--- src/guard_pkg.sv ---
/*
 package for the boot section access guard: register map, field positions,
 reset values and shared structs. assumes a 32-bit classic wishbone slave.
*/
package guard_pkg;
   localparam logic [7:0] OFF_LOCK = 8'h00;
   localparam logic [7:0] OFF_FUSE = 8'h04;
   localparam logic [7:0] OFF_CMD = 8'h08;
   localparam logic [7:0] OFF_POINTER = 8'h0C;
   localparam logic [7:0] OFF_STATUS = 8'h10;
   localparam logic [7:0] OFF_RDATA = 8'h14;
   localparam logic [7:0] OFF_WADDR = 8'h18;
   localparam int LOCK_BOOT_HIGH_POS = 3;
   localparam int LOCK_BOOT_LOW_POS = 2;
   localparam int LOCK_APP_HIGH_POS = 1;
   localparam int LOCK_APP_LOW_POS = 0;
   localparam logic [3:0] LOCK_RESET = 4'hF;
   localparam logic BOOT_RESET_FUSE_RESET = 1'b1;
   localparam int CMD_WRITE_POS = 0;
   localparam int CMD_READ_POS = 1;
   localparam int CMD_LOCK_POS = 2;
   localparam int CMD_FROM_BOOT_POS = 3;
   localparam int CMD_IVEC_BOOT_POS = 4;
   localparam logic [15:0] APP_RESET_ADDR = 16'h0000;
   localparam logic [31:0] STATUS_RESET = 32'h0000_0000;

   typedef struct packed
   {
      logic cyc;
      logic stb;
      logic we;
      logic [3:0] sel;
      logic [7:0] adr;
      logic [31:0] dat;
   } wb_req_type;

   typedef struct packed
   {
      logic ack;
      logic [31:0] dat;
   } wb_rsp_type;

   typedef struct packed
   {
      logic write_ok;
      logic read_ok;
   } verdict_type;
endpackage

--- src/section_check.sv ---
/*
 one section's lock decode: write and read permission for an access.
 assumes the caller says whether target and executing code are in this section.
*/
`timescale 1ns/100ps
module section_check
   import guard_pkg::*;
(
   input wire logic lock_high, // lock field upper bit, 0 = programmed
   input wire logic lock_low, // lock field lower bit, 0 = programmed
   input wire logic target_here, // access targets this section
   input wire logic code_elsewhere, // code runs from the other section
   output verdict_type verdict // permissions for this access
);
   always_comb
   begin
      verdict.write_ok = 1'b1;
      verdict.read_ok = 1'b1;
      if (target_here)
      begin
         if (!lock_low)
         begin
            verdict.write_ok = 1'b0;
         end
         if (!lock_high && code_elsewhere)
         begin
            verdict.read_ok = 1'b0;
         end
      end
   end
endmodule

--- src/boot_section_access_guard.sv ---
/*
 boot section access guard: lock fields, reset vector selection, pointer
 address latching and permission checks for self-programming writes and
 program memory reads. assumes a classic wishbone master, one clock domain,
 and a core that presents commands through the command register.
 assumes BOOT_START is a word address on a page boundary and that the
 flash answers a read word within the cycle after the read command.
*/
`timescale 1ns/100ps
module boot_section_access_guard
   import guard_pkg::*;
#(
   parameter int PAGE_WORD_BITS = 7,
   parameter logic [15:0] BOOT_START = 16'h7000
)
(
   input wire logic CLK_SYS, // system clock, 50 MHz
   input wire logic ARST_N, // asynchronous reset, active low
   input wire logic WB_CYC_I, // wishbone cycle
   input wire logic WB_STB_I, // wishbone strobe
   input wire logic WB_WE_I, // wishbone write enable
   input wire logic [3:0] WB_SEL_I, // wishbone byte selects
   input wire logic [7:0] WB_ADR_I, // wishbone byte address
   input wire logic [31:0] WB_DAT_I, // wishbone write data
   input wire logic CHIP_ERASE, // programming interface chip erase pulse
   input wire logic FUSE_LOAD, // programming interface fuse load pulse
   input wire logic FUSE_VALUE, // boot reset fuse value to load
   input wire logic [15:0] FLASH_RDATA, // word read from flash
   output logic WB_ACK_O, // wishbone acknowledge
   output logic [31:0] WB_DAT_O, // wishbone read data
   output logic FLASH_WE, // flash write strobe, one cycle
   output logic [15:0] FLASH_WADDR, // latched word address for write
   output logic [15:0] FLASH_RADDR, // word address for read
   output logic IRQ_MASK, // interrupt mask to the core
   output logic [15:0] RESET_VECTOR // fetch address after reset
);
   typedef struct packed
   {
      logic ack;
      logic [31:0] rdat;
      logic [3:0] lock;
      logic fuse;
      logic [15:0] pointer;
      logic [15:0] waddr;
      logic we;
      logic [15:0] raddr;
      logic read_pending;
      logic read_byte_sel;
      logic [7:0] read_byte;
      logic from_boot;
      logic ivec_boot;
      logic irq_mask;
      logic [15:0] vector;
      logic write_rejected;
      logic read_rejected;
      logic write_done;
      logic spm_refused;
   } state_type;

   state_type s_q;
   state_type s_d;
   verdict_type app_v;
   verdict_type boot_v;
   logic target_boot;
   logic access;
   logic [31:0] wdat;
   logic [15:0] ptr_word;
   logic [15:0] page_number_field;
   logic [15:0] word_in_page_field;
   logic write_allowed;
   logic read_allowed;

   // a page needs one word bit at least and leaves one page bit at least
   if (PAGE_WORD_BITS < 1 || PAGE_WORD_BITS > 14)
   begin : g_page_bits_check
      $error("PAGE_WORD_BITS out of range");
   end

   // pointer word addresses stop at 16'h7FFF; the boundary must sit on a page
   if (BOOT_START == 16'h0000 || BOOT_START[15] || (BOOT_START % (1 << PAGE_WORD_BITS)) != 0)
   begin : g_boot_start_check
      $error("BOOT_START not a reachable page boundary");
   end

   // the pointer holds a byte address; bit zero only picks a byte on reads
   assign ptr_word = {1'b0, s_q.pointer[15:1]};

   // during a read the latched address is checked, the live pointer otherwise
   always_comb
   begin
      if (s_q.read_pending)
      begin
         target_boot = (s_q.raddr >= BOOT_START);
      end
      else
      begin
         target_boot = (ptr_word >= BOOT_START);
      end
   end

   always_comb
   begin
      word_in_page_field = s_q.waddr & 16'((1 << PAGE_WORD_BITS) - 1);
      page_number_field = s_q.waddr >> PAGE_WORD_BITS;
   end

   section_check u_app
   (
      .lock_high(s_q.lock[LOCK_APP_HIGH_POS]),
      .lock_low(s_q.lock[LOCK_APP_LOW_POS]),
      .target_here(!target_boot),
      .code_elsewhere(s_q.from_boot),
      .verdict(app_v)
   );

   section_check u_boot
   (
      .lock_high(s_q.lock[LOCK_BOOT_HIGH_POS]),
      .lock_low(s_q.lock[LOCK_BOOT_LOW_POS]),
      .target_here(target_boot),
      .code_elsewhere(!s_q.from_boot),
      .verdict(boot_v)
   );

   // the section not targeted always grants, so only the target's verdict counts
   always_comb
   begin
      if (ptr_word >= BOOT_START)
      begin
         write_allowed = boot_v.write_ok;
      end
      else
      begin
         write_allowed = app_v.write_ok;
      end
      // both verdicts come from the section lock fields and where code runs
      read_allowed = app_v.read_ok && boot_v.read_ok;
   end

   // ack high blocks a second take, so each request gets exactly one ack
   assign access = WB_CYC_I && WB_STB_I && !s_q.ack;

   always_comb
   begin
      wdat = s_q.rdat;
      wdat[7:0] = WB_SEL_I[0] ? WB_DAT_I[7:0] : 8'h00;
      wdat[15:8] = WB_SEL_I[1] ? WB_DAT_I[15:8] : 8'h00;
      wdat[23:16] = WB_SEL_I[2] ? WB_DAT_I[23:16] : 8'h00;
      wdat[31:24] = WB_SEL_I[3] ? WB_DAT_I[31:24] : 8'h00;
   end

   always_comb
   begin
      s_d = s_q;
      s_d.ack = access;
      s_d.we = 1'b0;
      s_d.read_pending = 1'b0;
      // general lock modes play no part in either verdict
      if (s_q.read_pending)
      begin
         if (read_allowed)
         begin
            s_d.read_byte = s_q.read_byte_sel ? FLASH_RDATA[15:8] : FLASH_RDATA[7:0];
            s_d.read_rejected = 1'b0;
         end
         else
         begin
            s_d.read_byte = 8'h00;
            s_d.read_rejected = 1'b1;
         end
      end
      if (FUSE_LOAD)
      begin
         s_d.fuse = FUSE_VALUE;
      end
      // masked only while code runs away from the section that holds the vectors
      s_d.irq_mask = 1'b0;
      if (s_q.ivec_boot && !s_q.from_boot && !s_q.lock[LOCK_APP_HIGH_POS])
      begin
         s_d.irq_mask = 1'b1;
      end
      if (!s_q.ivec_boot && s_q.from_boot && !s_q.lock[LOCK_BOOT_HIGH_POS])
      begin
         s_d.irq_mask = 1'b1;
      end
      if (s_q.fuse)
      begin
         s_d.vector = APP_RESET_ADDR;
      end
      else
      begin
         s_d.vector = BOOT_START;
      end
      if (access)
      begin
         s_d.rdat = 32'h0000_0000;
         if (WB_WE_I)
         begin
            case (WB_ADR_I)
               OFF_LOCK:
               begin
                  // only 1 to 0: programming, never erasing
                  s_d.lock = s_q.lock & wdat[3:0];
               end
               OFF_CMD:
               begin
                  // each command also reports where code runs and where vectors sit
                  s_d.from_boot = wdat[CMD_FROM_BOOT_POS];
                  s_d.ivec_boot = wdat[CMD_IVEC_BOOT_POS];
                  if (wdat[CMD_WRITE_POS])
                  begin
                     if (!wdat[CMD_FROM_BOOT_POS])
                     begin
                        s_d.spm_refused = 1'b1;
                     end
                     else
                     begin
                        s_d.spm_refused = 1'b0;
                        s_d.waddr = ptr_word;
                        // judged on the very word address that is latched
                        if (write_allowed)
                        begin
                           s_d.we = 1'b1;
                           s_d.write_rejected = 1'b0;
                        end
                        else
                        begin
                           s_d.write_rejected = 1'b1;
                        end
                        s_d.write_done = 1'b1;
                     end
                  end
                  if (wdat[CMD_READ_POS])
                  begin
                     s_d.raddr = ptr_word;
                     s_d.read_byte_sel = s_q.pointer[0];
                     s_d.read_pending = 1'b1;
                  end
                  if (wdat[CMD_LOCK_POS])
                  begin
                     s_d.lock = s_q.lock & wdat[7:4];
                  end
               end
               OFF_POINTER:
               begin
                  s_d.pointer = wdat[15:0];
               end
               default:
               begin
                  s_d.fuse = s_q.fuse;
               end
            endcase
         end
         else
         begin
            case (WB_ADR_I)
               OFF_LOCK:
               begin
                  s_d.rdat = {28'h000_0000, s_q.lock};
               end
               OFF_FUSE:
               begin
                  s_d.rdat = {31'h0000_0000, s_q.fuse};
               end
               OFF_POINTER:
               begin
                  s_d.rdat = {16'h0000, s_q.pointer};
               end
               OFF_STATUS:
               begin
                  s_d.rdat = {28'h000_0000, s_q.spm_refused, s_q.write_done,
                     s_q.read_rejected, s_q.write_rejected};
               end
               OFF_RDATA:
               begin
                  s_d.rdat = {24'h00_0000, s_q.read_byte};
               end
               OFF_WADDR:
               begin
                  // page number above the word-in-page bits
                  s_d.rdat = {16'h0000, (page_number_field << PAGE_WORD_BITS)
                     | word_in_page_field};
               end
               default:
               begin
                  s_d.rdat = 32'h0000_0000;
               end
            endcase
         end
      end
      // erase from the programming interface wins over a lock write in the same cycle
      if (CHIP_ERASE)
      begin
         s_d.lock = LOCK_RESET;
      end
   end

   // locks and fuse come up unprogrammed, so fetch starts at the application
   always_ff @(posedge CLK_SYS or negedge ARST_N)
   begin
      if (!ARST_N)
      begin
         s_q <= '0;
         s_q.lock <= LOCK_RESET;
         s_q.fuse <= BOOT_RESET_FUSE_RESET;
         s_q.vector <= APP_RESET_ADDR;
      end
      else
      begin
         s_q <= s_d;
      end
   end

   // every output is a bit of the registered state
   assign WB_ACK_O = s_q.ack;
   assign WB_DAT_O = s_q.rdat;
   assign FLASH_WE = s_q.we;
   assign FLASH_WADDR = s_q.waddr;
   assign FLASH_RADDR = s_q.raddr;
   assign IRQ_MASK = s_q.irq_mask;
   assign RESET_VECTOR = s_q.vector;
endmodule

--- config.mk ---
export PLATFORM = sky130hd
export DESIGN_NAME = boot_section_access_guard
export DESIGN_NICKNAME = d
export VERILOG_FILES = /design/src/guard_pkg.sv /design/src/section_check.sv /design/src/boot_section_access_guard.sv
export SDC_FILE = /design/constraint.sdc
export NUM_CORES = 1
export LEC_CHECK = 0
export ABC_CLOCK_PERIOD_IN_PS = 1870
export BUFFER_PORTS_ARGS = -buffer_cell sky130_fd_sc_hd__buf_4
export CELL_PAD_IN_SITES_DETAIL_PLACEMENT = 2
export CELL_PAD_IN_SITES_GLOBAL_PLACEMENT = 2
export CORE_MARGIN = 8
export CORE_UTILIZATION = 28
export CTS_CLUSTER_DIAMETER = 40
export CTS_CLUSTER_SIZE = 40
export DETAILED_ROUTE_END_ITERATION = 16
export PLACE_DENSITY_LB_ADDON = 0.3
export RECOVER_POWER = 100
export SYNTH_ARGS = -nofsm -noshare
export SYNTH_HDL_FRONTEND = slang
export SYNTH_SLANG_ARGS = --single-unit
export TNS_END_PERCENT = 30
--- constraint.sdc ---
create_clock -name CLK_SYS -period 1.87 [get_ports CLK_SYS]
set_input_delay 0.0935 -clock CLK_SYS [delete_from_list [all_inputs] [get_ports CLK_SYS]]
set_output_delay 0.0935 -clock CLK_SYS [all_outputs]
set_load 0.005 [all_outputs]
# Yosys cells after proc, flatten, opt, wreduce, memory -nomap -nowiden

Cells that the tools add are included.

Order comparisons: 2
Equality and inequality tests: 8
Mux-type cells: 33
Bitwise logic cells: 3
Reductions and logical operators: 25

Operators with widths:

| kind                 | number |
|---|---|
| $mux 56              | 2 |
| $pmux 16 s6          | 1 |
| $mux 16              | 4 |
| $mux 35              | 1 |
| $mux 8               | 4 |
| $ge 15x15->1 const B | 2 |
| $eq 8x5->1 const B   | 3 |
| $mux 17              | 1 |
| $eq 8x4->1 const B   | 2 |
| $mux 15              | 1 |
| $or 15x7->15         | 1 |
| $mux 1               | 14 |
| $reduce_and 4->1     | 3 |
| $logic_and 1x1->1    | 9 |
| $and 4x4->4          | 2 |
| $eq 8x3->1 const B   | 1 |
| $logic_not 8->1      | 1 |
| $mux 4               | 2 |
| $pmux 4 s2           | 1 |
| $ne 3x3->1 const B   | 2 |
| $reduce_and 3->1     | 2 |
| $logic_not 1->1      | 5 |
| $reduce_and 5->1     | 1 |
| $mux 2               | 2 |
| 3 further kinds      | 4 |

Register bits: 102
Input bits: 68
Output and inout bits: 83
Word-level logic and storage cells: 90

# Depth between registers and ports, before layout

Gate-level depths: netlist of the first run.

Depth in word-level cells: 12
Mapped depth: 7
Gate-level depth less buffers: 5

# Modules after synthesis

A second synthesis of the first run with hierarchy kept.

Cells, all modules: 426
Area, all modules: 4679.5 sq um

Modules (own cells, without submodules):

| module                    | instances | cells an instance | area an instance (sq um) | sequential area each (sq um) |
|---|---|---|---|---|
| boot_section_access_guard | 1         | 422               | 4652.0                   | 2183.3 |
| section_check             | 2         | 2                 | 13.8                     | 0.0 |

# Worst setup path after synthesis of the first run

Ideal clock, no wire load.

Path kind: input port to flip-flop
Start point: input WB_ADR_I[5]
End point: register s_q (netlist bit FLASH_WADDR[10])
Library setup time: 0.125 ns
Arrival: 1.821 ns
Required time: 1.745 ns
Path slack: -0.076 ns
Stages: 5
Path buffers: 2
Cells stage by stage: or4_1 -> buf_2 -> nor4_4 -> buf_6 -> mux2_2

Longest elaborated chain between the ends: 2

Ends and longest elaborated chain:

| item                       | RTL line                         | RTL |
|---|---|---|
| from (decl)                | boot_section_access_guard.sv:23  | `input wire logic [7:0] WB_ADR_I,` |
| $eq 8x4->1                 | boot_section_access_guard.sv:199 | `case (WB_ADR_I)` |
| $reduce_and 5->1 (no line) | -                                |  |
| to (decl)                  | boot_section_access_guard.sv:60  | `state_type s_q;` |

Every way passes these cells.
A chain may end at the register's enable or synchronous reset.

# Worst setup path after layout of the first run

Start point: register s_q (netlist bit WB_ACK_O)
End point: register s_q (netlist bit FLASH_RADDR[1])

Longest elaborated chain between the ends: 3

Ends and longest elaborated chain:

| item                       | RTL line                         | RTL |
|---|---|---|
| $logic_not 1->1            | boot_section_access_guard.sv:141 | `assign access = WB_CYC_I && WB_STB_I && !s_q.ack;` |
| $logic_and 1x1->1          | boot_section_access_guard.sv:141 |  |
| $reduce_and 4->1 (no line) | -                                |  |

Every way passes these cells.

==> results of run 1 <==
-- cell type report --
type,count,area share (%)
clock buffers,10,4.32
clock inverters,6,1.22
inverters,10,0.679
multi-input cells,259,32.1
flip-flops and latches,87,39.5
well taps,216,4.89
repair buffers,132,17.2
-- metal layers --
layer / part of all wire (%) / up-vias
li1: - / 1528
met1: 41 / 1679
met2: 52 / 92
met3: 4.4 / 22
met4: 2.5 / 0
met5: 0 / -
-- repair_timing --
action                                 in CTS  in global routing
endpoints found under the hold margin      40                  0
setup endpoints to repair                  21                 28
setup buffers                               1                  0
gates resized for setup                     4                 11
hold buffers                                3                  0
pin swaps                                   1                  0
-- power by group through the flow --
| stage | clock network (uW) | logic (uW) | registers (uW) |
|---|---|---|---|
| floorplan | 0 | 165 | 1940 |
| global placement | 0 | 305 | 1940 |
| detailed placement | 0 | 316 | 1940 |
| CTS | 1890 | 325 | 1910 |
| global route | 1960 | 348 | 1910 |
| finish | 1840 | 316 | 1900 |
-- tightest hold or removal path: cells and delay by family --
family	cells	cell delay, ns
buffers and inverters	1	0.11
AO/OA/AOI/OAI	1	0.06
AND/OR/NAND/NOR	1	0.05
-- cells by family after synthesis --
kind of cell	count (synthesis)
AOI/OAI and AO/OA	78
buffers and inverters	109
DFF	87
muxes	50
other	1
and+or+nand+nor	100
-- worst paths after layout --
kind	startpoint	endpoint	slack, ns	cells after the start
setup / recovery	WB_ACK_O	FLASH_RADDR[1]	0.01	5
hold / removal	WB_DAT_I[11]	ptr_word[10]	0.02	3
setup reg to reg	WB_ACK_O	FLASH_RADDR[1]	0.01	5
hold reg to reg	s_q[82]	RESET_VECTOR[13]	0.47	1
max in group asynchronous	ARST_N	FLASH_WADDR[8]	0.33	3
min in group asynchronous	ARST_N	ptr_word[12]	0.55	2
-- registers in the layout (all words and copies together) (netlist names) --
| signal | count |
|---|---|
| WB_DAT_O | 16 |
| FLASH_WE | 1 |
| RESET_VECTOR | 1 |
| s_q | 22 |
| IRQ_MASK | 1 |
| FLASH_RADDR | 15 |
| FLASH_WADDR | 15 |
| ptr_word | 15 |
| WB_ACK_O | 1 |
-- through the flow --
| stage | std cells | setup slack (ns) | hold WS, ns | setup TNS [ns] | util (%) |
|---|---|---|---|---|---|
| after floorplan | 455 | -0.0616 | -0.202 | -0.370 | - |
| after global placement | 700 | -0.0747 | 0.146 | -1.66 | 33.0 |
| after detailed placement | 700 | -0.138 | 0.161 | -3.29 | 33.0 |
| after global routing | 720 | -0.0541 | 0.0296 | -0.591 | 34.9 |
| after CTS | 720 | -0.00119 | 0.0174 | -0.00119 | 35.3 |
| final | 720 | 0.0112 | 0.0241 | 0 | 34.9 |
-- cell usage in the layout (no fill, tap or decap), drive strengths merged, types with 5 or more instances in the layout --
cell type and n:
clkbuf 66, a22oi 11, conb 31, buf 73, nand2 46, mux2i 12
dfstp 5, mux2 38, nor2 9, nand3 8, a22o 6, inv 11
dfrtp 82, o22ai 9, nand4 7, o21ai 30
==> results.json, run 1 <==
{
  "synth_compound_area_share_pct": 11.3,
  "ios": 151,
  "clkSlewWorstSetupHoldPaths_ns": 0.07,
  "synth-async-reset-ratio_pct": 100,
  "antenna_found_initial": 0,
  "grt_pass1_vias": 3976,
  "grt_remaining_overflow": 0,
  "finalPower_uw": 4060,
  "die_area_um2": 20500,
  "synth_ff_type": "dfrtp_1",
  "synth.mux.area_fraction_pct": 12.1,
  "post_drt_wl_per_cell_um": 19.9,
  "hpwlAfterDp_um": 11100,
  "final_antenna_net_count": 0,
  "power_frac_comb_pct": 7.8,
  "cts_buffers": 9,
  "grt_max_degree": 46,
  "cpMostUsedCell": "buf_6",
  "ys_seq_area_share_pct": 48.3,
  "synth_top_area_share_pct": 45.4,
  "setup_viol": 0,
  "drc": 0,
  "yosys.cell_count.top_type": "dfrtp_1",
  "p_int_uw": 3110,
  "diodes": 0,
  "yosys.cell_types.count": 50,
  "criticalPathCategory": "reg2reg",
  "die_h_um": 143,
  "hold_viol": 0,
  "grt_pass1_wl_um": 22300,
  "ys_ff_latch": 87,
  "synth.yosys.warnings": 0,
  "outcome": "complete, no violations",
  "peakVddDrop_mv": 0.364,
  "viasPerCell": 4.61,
  "place_congestion": 0.798,
  "synth_top_family_by_area": "buffers and inverters",
  "multi_input_area_um2": 1780,
  "design_area_um2": 5530,
  "yosysTopAreaCell": "dfrtp_1",
  "hold_path.class": "in2reg",
  "synth-simple-area-share_pct": 11.8,
  "tightest_slew_ns": 1.24,
  "rsz0062_at_grt": "true",
  "critical_path.max_stage_delay_ns": 0.39,
  "chipWidth_um": 143,
  "drt_first_iter_violations": 156,
  "grtUsageMet3_pct": 3.17,
  "finalCritPeriodShare_pct": 99.4,
  "syn_inst": 425,
  "fin_skew_ns": 0.00837,
  "fmax_mhz": 538,
  "vias": 3321,
  "crit_chain": "nand4b_1 > buf_6 > nor4_4 > buf_6 > mux2_2",
  "top_usage_layer": "met2",
  "seq_area_um2": 2180,
  "net-switching-power_uw": 951,
  "place.port_buffers": 101,
  "cp_data_arrival_time_ns": 2.07,
  "critPathCaptureType": "flip-flop",
  "grt_usage_pct": 14.3,
  "syn_to_final_growth_pct": 22.2,
  "clockRootBuffer": "clkbuf_16",
  "cp_top_family": "simple AND/OR/NAND/NOR gates",
  "clock_path_buffers": 2,
  "global_route.usage.met1_pct": 16.2,
  "cts.sinks": 87,
  "nNetsFinal": 567,
  "p_per_area_nw_per_um2": 734,
  "p_clk_share_pct": 45.3,
  "wl_um": 14300,
  "critPathBufInv": 2,
  "max_slew_margin_pct": 17.5,
  "path_max_fanout": 10,
  "yosys.area_share.adder_pct": 0,
  "start_kind": "flip-flop",
  "synth_enable_flop_cells": 0,
  "p_sw_share_pct": 23.4,
  "initial_core_util_pct": 28.6,
  "firstDrtPassIters": 4,
  "ys_top_cells_by_area": "dfrtp_1 45%, buf_4 13%, mux2_2 9.5%",
  "yosys-top-cells-count": "82 x dfrtp_1, 80 x buf_4, 46 x nand2_1",
  "avgSynthCellArea_um2": 10.6,
  "drv_cap": 0,
  "p_seq_share_pct": 46.9,
  "insertion_delay_ns": 0.33,
  "drv_slew": 0,
  "htreeDepth": 3,
  "coreArea_um2": 15800,
  "drive_gt1_share_pct": 33.5,
  "cp.required_ns": 2.08,
  "period_needed_ns": 1.86,
  "grtUsageMet2_pct": 25.2,
  "cts_tree": "done",
  "power.leakage_uw": 0.00262,
  "critPathSlowestCell": "dfrtp_1",
  "place_area_um2": 5230,
  "synth_xor_area_share_pct": 0,
  "synthesis.area_um2": 4520,
  "row_count": 46,
  "nFillCells": 1730
}
Power figures use the tool's default switching activity.
==> run 2: changes to the inputs <==
--- a/config.mk
+++ b/config.mk
@@ -16,6 +16,8 @@
 export DETAILED_ROUTE_END_ITERATION = 16
 export PLACE_DENSITY_LB_ADDON = 0.3
 export RECOVER_POWER = 100
+export SETUP_SLACK_MARGIN = 0.2
+export SLEW_MARGIN = 20
 export SYNTH_ARGS = -nofsm -noshare
 export SYNTH_HDL_FRONTEND = slang
 export SYNTH_SLANG_ARGS = --single-unit
==> run 2 against run 1 <==
- clock power fell by 9.8%
- setup slack improved by 0.029 ns
- highest routed layer unchanged
- sequential share of layout area fell by 1.6 points
- combinational power rose by 4%
- count of clock-buffer cells in the layout rose by 2
- global-route usage rose by 0.25 points
- cell area rose by 4.1%
- register-to-register slack improved by 0.03 ns
- critical path depth rose by 1
- sequential cell count did not move
- critical path type unchanged
==> results.json, run 2 (same netlist as run 1, synthesis figures left out) <==
{
  "cp.required_ns": 2.09,
  "wl_um": 15000,
  "drive_gt1_share_pct": 38.7,
  "peakVddDrop_mv": 0.382,
  "criticalPathCategory": "reg2reg",
  "p_int_uw": 2960,
  "power_frac_comb_pct": 8.4,
  "coreArea_um2": 15800,
  "clkSlewWorstSetupHoldPaths_ns": 0.06,
  "cp_data_arrival_time_ns": 2.05,
  "top_register": "s_q",
  "viasPerCell": 4.68,
  "p_seq_share_pct": 48.9,
  "post_drt_wl_per_cell_um": 20.8,
  "cts_tree": "done",
  "drt_first_iter_violations": 175,
  "drv_slew": 0,
  "p_sw_share_pct": 23.9,
  "hpwlAfterDp_um": 11000,
  "p_clk_share_pct": 42.7,
  "place_ws_ns": -0.154,
  "grt_max_degree": 48,
  "die_area_um2": 20500,
  "largest_register_ffs": 22,
  "drc": 0,
  "reg2reg_depth": 6,
  "place.port_buffers": 101,
  "grt_pass1_vias": 3904,
  "post-route-worst-setup-slack_ns": 0.0402,
  "design_area_um2": 5750,
  "path_max_fanout": 19,
  "net-switching-power_uw": 933,
  "p_per_area_nw_per_um2": 677,
  "fin_hold_ws_ns": 0.0129,
  "cts_buffers": 9,
  "clock_path_buffers": 2,
  "place_area_um2": 5220,
  "grt_usage_pct": 14.5,
  "die_h_um": 143,
  "cts.sinks": 87,
  "fmax_mhz": 547,
  "rsz0062_at_grt": "true",
  "period_needed_ns": 1.83,
  "place_congestion": 0.771,
  "critPathCaptureType": "flip-flop",
  "vias": 3386,
  "finalPower_uw": 3900,
  "drv_cap": 0,
  "start_kind": "flip-flop",
  "max_slew_margin_pct": 25.2,
  "chipWidth_um": 143,
  "outcome": "complete, no violations",
  "syn_to_final_growth_pct": 27.2,
  "reg2reg_slack_ns": 0.04,
  "layout_commonest_cell": "dfrtp_1",
  "nNetsFinal": 571,
  "htreeDepth": 3,
  "firstDrtPassIters": 5,
  "diodes": 0,
  "hold_viol": 0,
  "antenna_found_initial": 0,
  "setup_viol": 0,
  "grt_pass1_wl_um": 22700,
  "finalCritPeriodShare_pct": 97.8,
  "initial_core_util_pct": 28.6,
  "grt_remaining_overflow": 0,
  "worstHoldPathCells": 3,
  "tightest_slew_ns": 1.12,
  "final_cell_mix": "82 x dfrtp_1, 67 x buf_4, 34 x nand2_1, 32 x clkbuf_4",
  "ios": 151,
  "power.leakage_uw": 0.00269,
  "final_antenna_net_count": 0,
  "row_count": 46,
  "clockRootBuffer": "clkbuf_16",
  "hold_path.class": "in2reg",
  "fin_skew_ns": 0.00838,
  "insertion_delay_ns": 0.34
}
-- run 2: metrics by stage --
stage	utilization, %	std cells	setup TNS (ns)
2_1_floorplan	-	455	-0.754
3_3_place_gp	33.0	695	-2.27
3_5_place_dp	33.0	695	-3.73
4_1_cts	36.0	718	-0.0306
5_1_grt	36.4	723	0
6_report	36.4	723	0
-- run 2: final cells by class --
cell class                 count  area [um2]
fill                        1742       10100
clock buffer                  12         246
sequential                    87        2180
inverter                      10        37.5
tap                          216         270
clock inverter                 3        20.0
multi-input combinational    259        1940
timing repair buffer         136        1060
-- run 2: metal layers --
metal / up-vias / GRT usage, % / wire [um]
li1: 1534 / - / -
met1: 1738 / 17.6 / 6280
met2: 95 / 24.7 / 7780
met3: 19 / 2.67 / 668
met4: 0 / 5.87 / 277
met5: - / 0 / 0
-- run 2: worst paths after layout --
check / startpoint / to
max: WB_ACK_O / FLASH_WADDR[4]
min: WB_DAT_I[9] / ptr_word[8]
max reg2reg: WB_ACK_O / FLASH_WADDR[4]
min reg2reg: WB_DAT_O[9] / WB_DAT_O[9]
max in group asynchronous: ARST_N / s_q[86]
min in group asynchronous: ARST_N / ptr_word[11]
-- run 2: worst max-delay path, cell delays in order, from the launching register on --
cell      delay (ns)
dfrtp_1         0.37
nand4b_1        0.18
buf_6           0.15
buf_6           0.13
nor4_4          0.28
buf_12          0.23
mux2_2          0.36
-- run 2: power groups by stage --
stage,sequential (uW),combinational (uW),clock (uW)
after global routing,1910,360,1770
after global placement,1940,299,0
after detailed placement,1940,306,0
final,1910,329,1660
after floorplan,1940,165,0
after CTS,1910,326,1690
-- run 2: timing repair --
action                                  CTS  global route
pin swaps                                15             4
setup buffers                             4             2
gates cloned                              1             3
hold endpoints to repair                 42             0
resized for setup                        49            24
endpoints found under the setup margin   63            71
hold buffers                              3             0
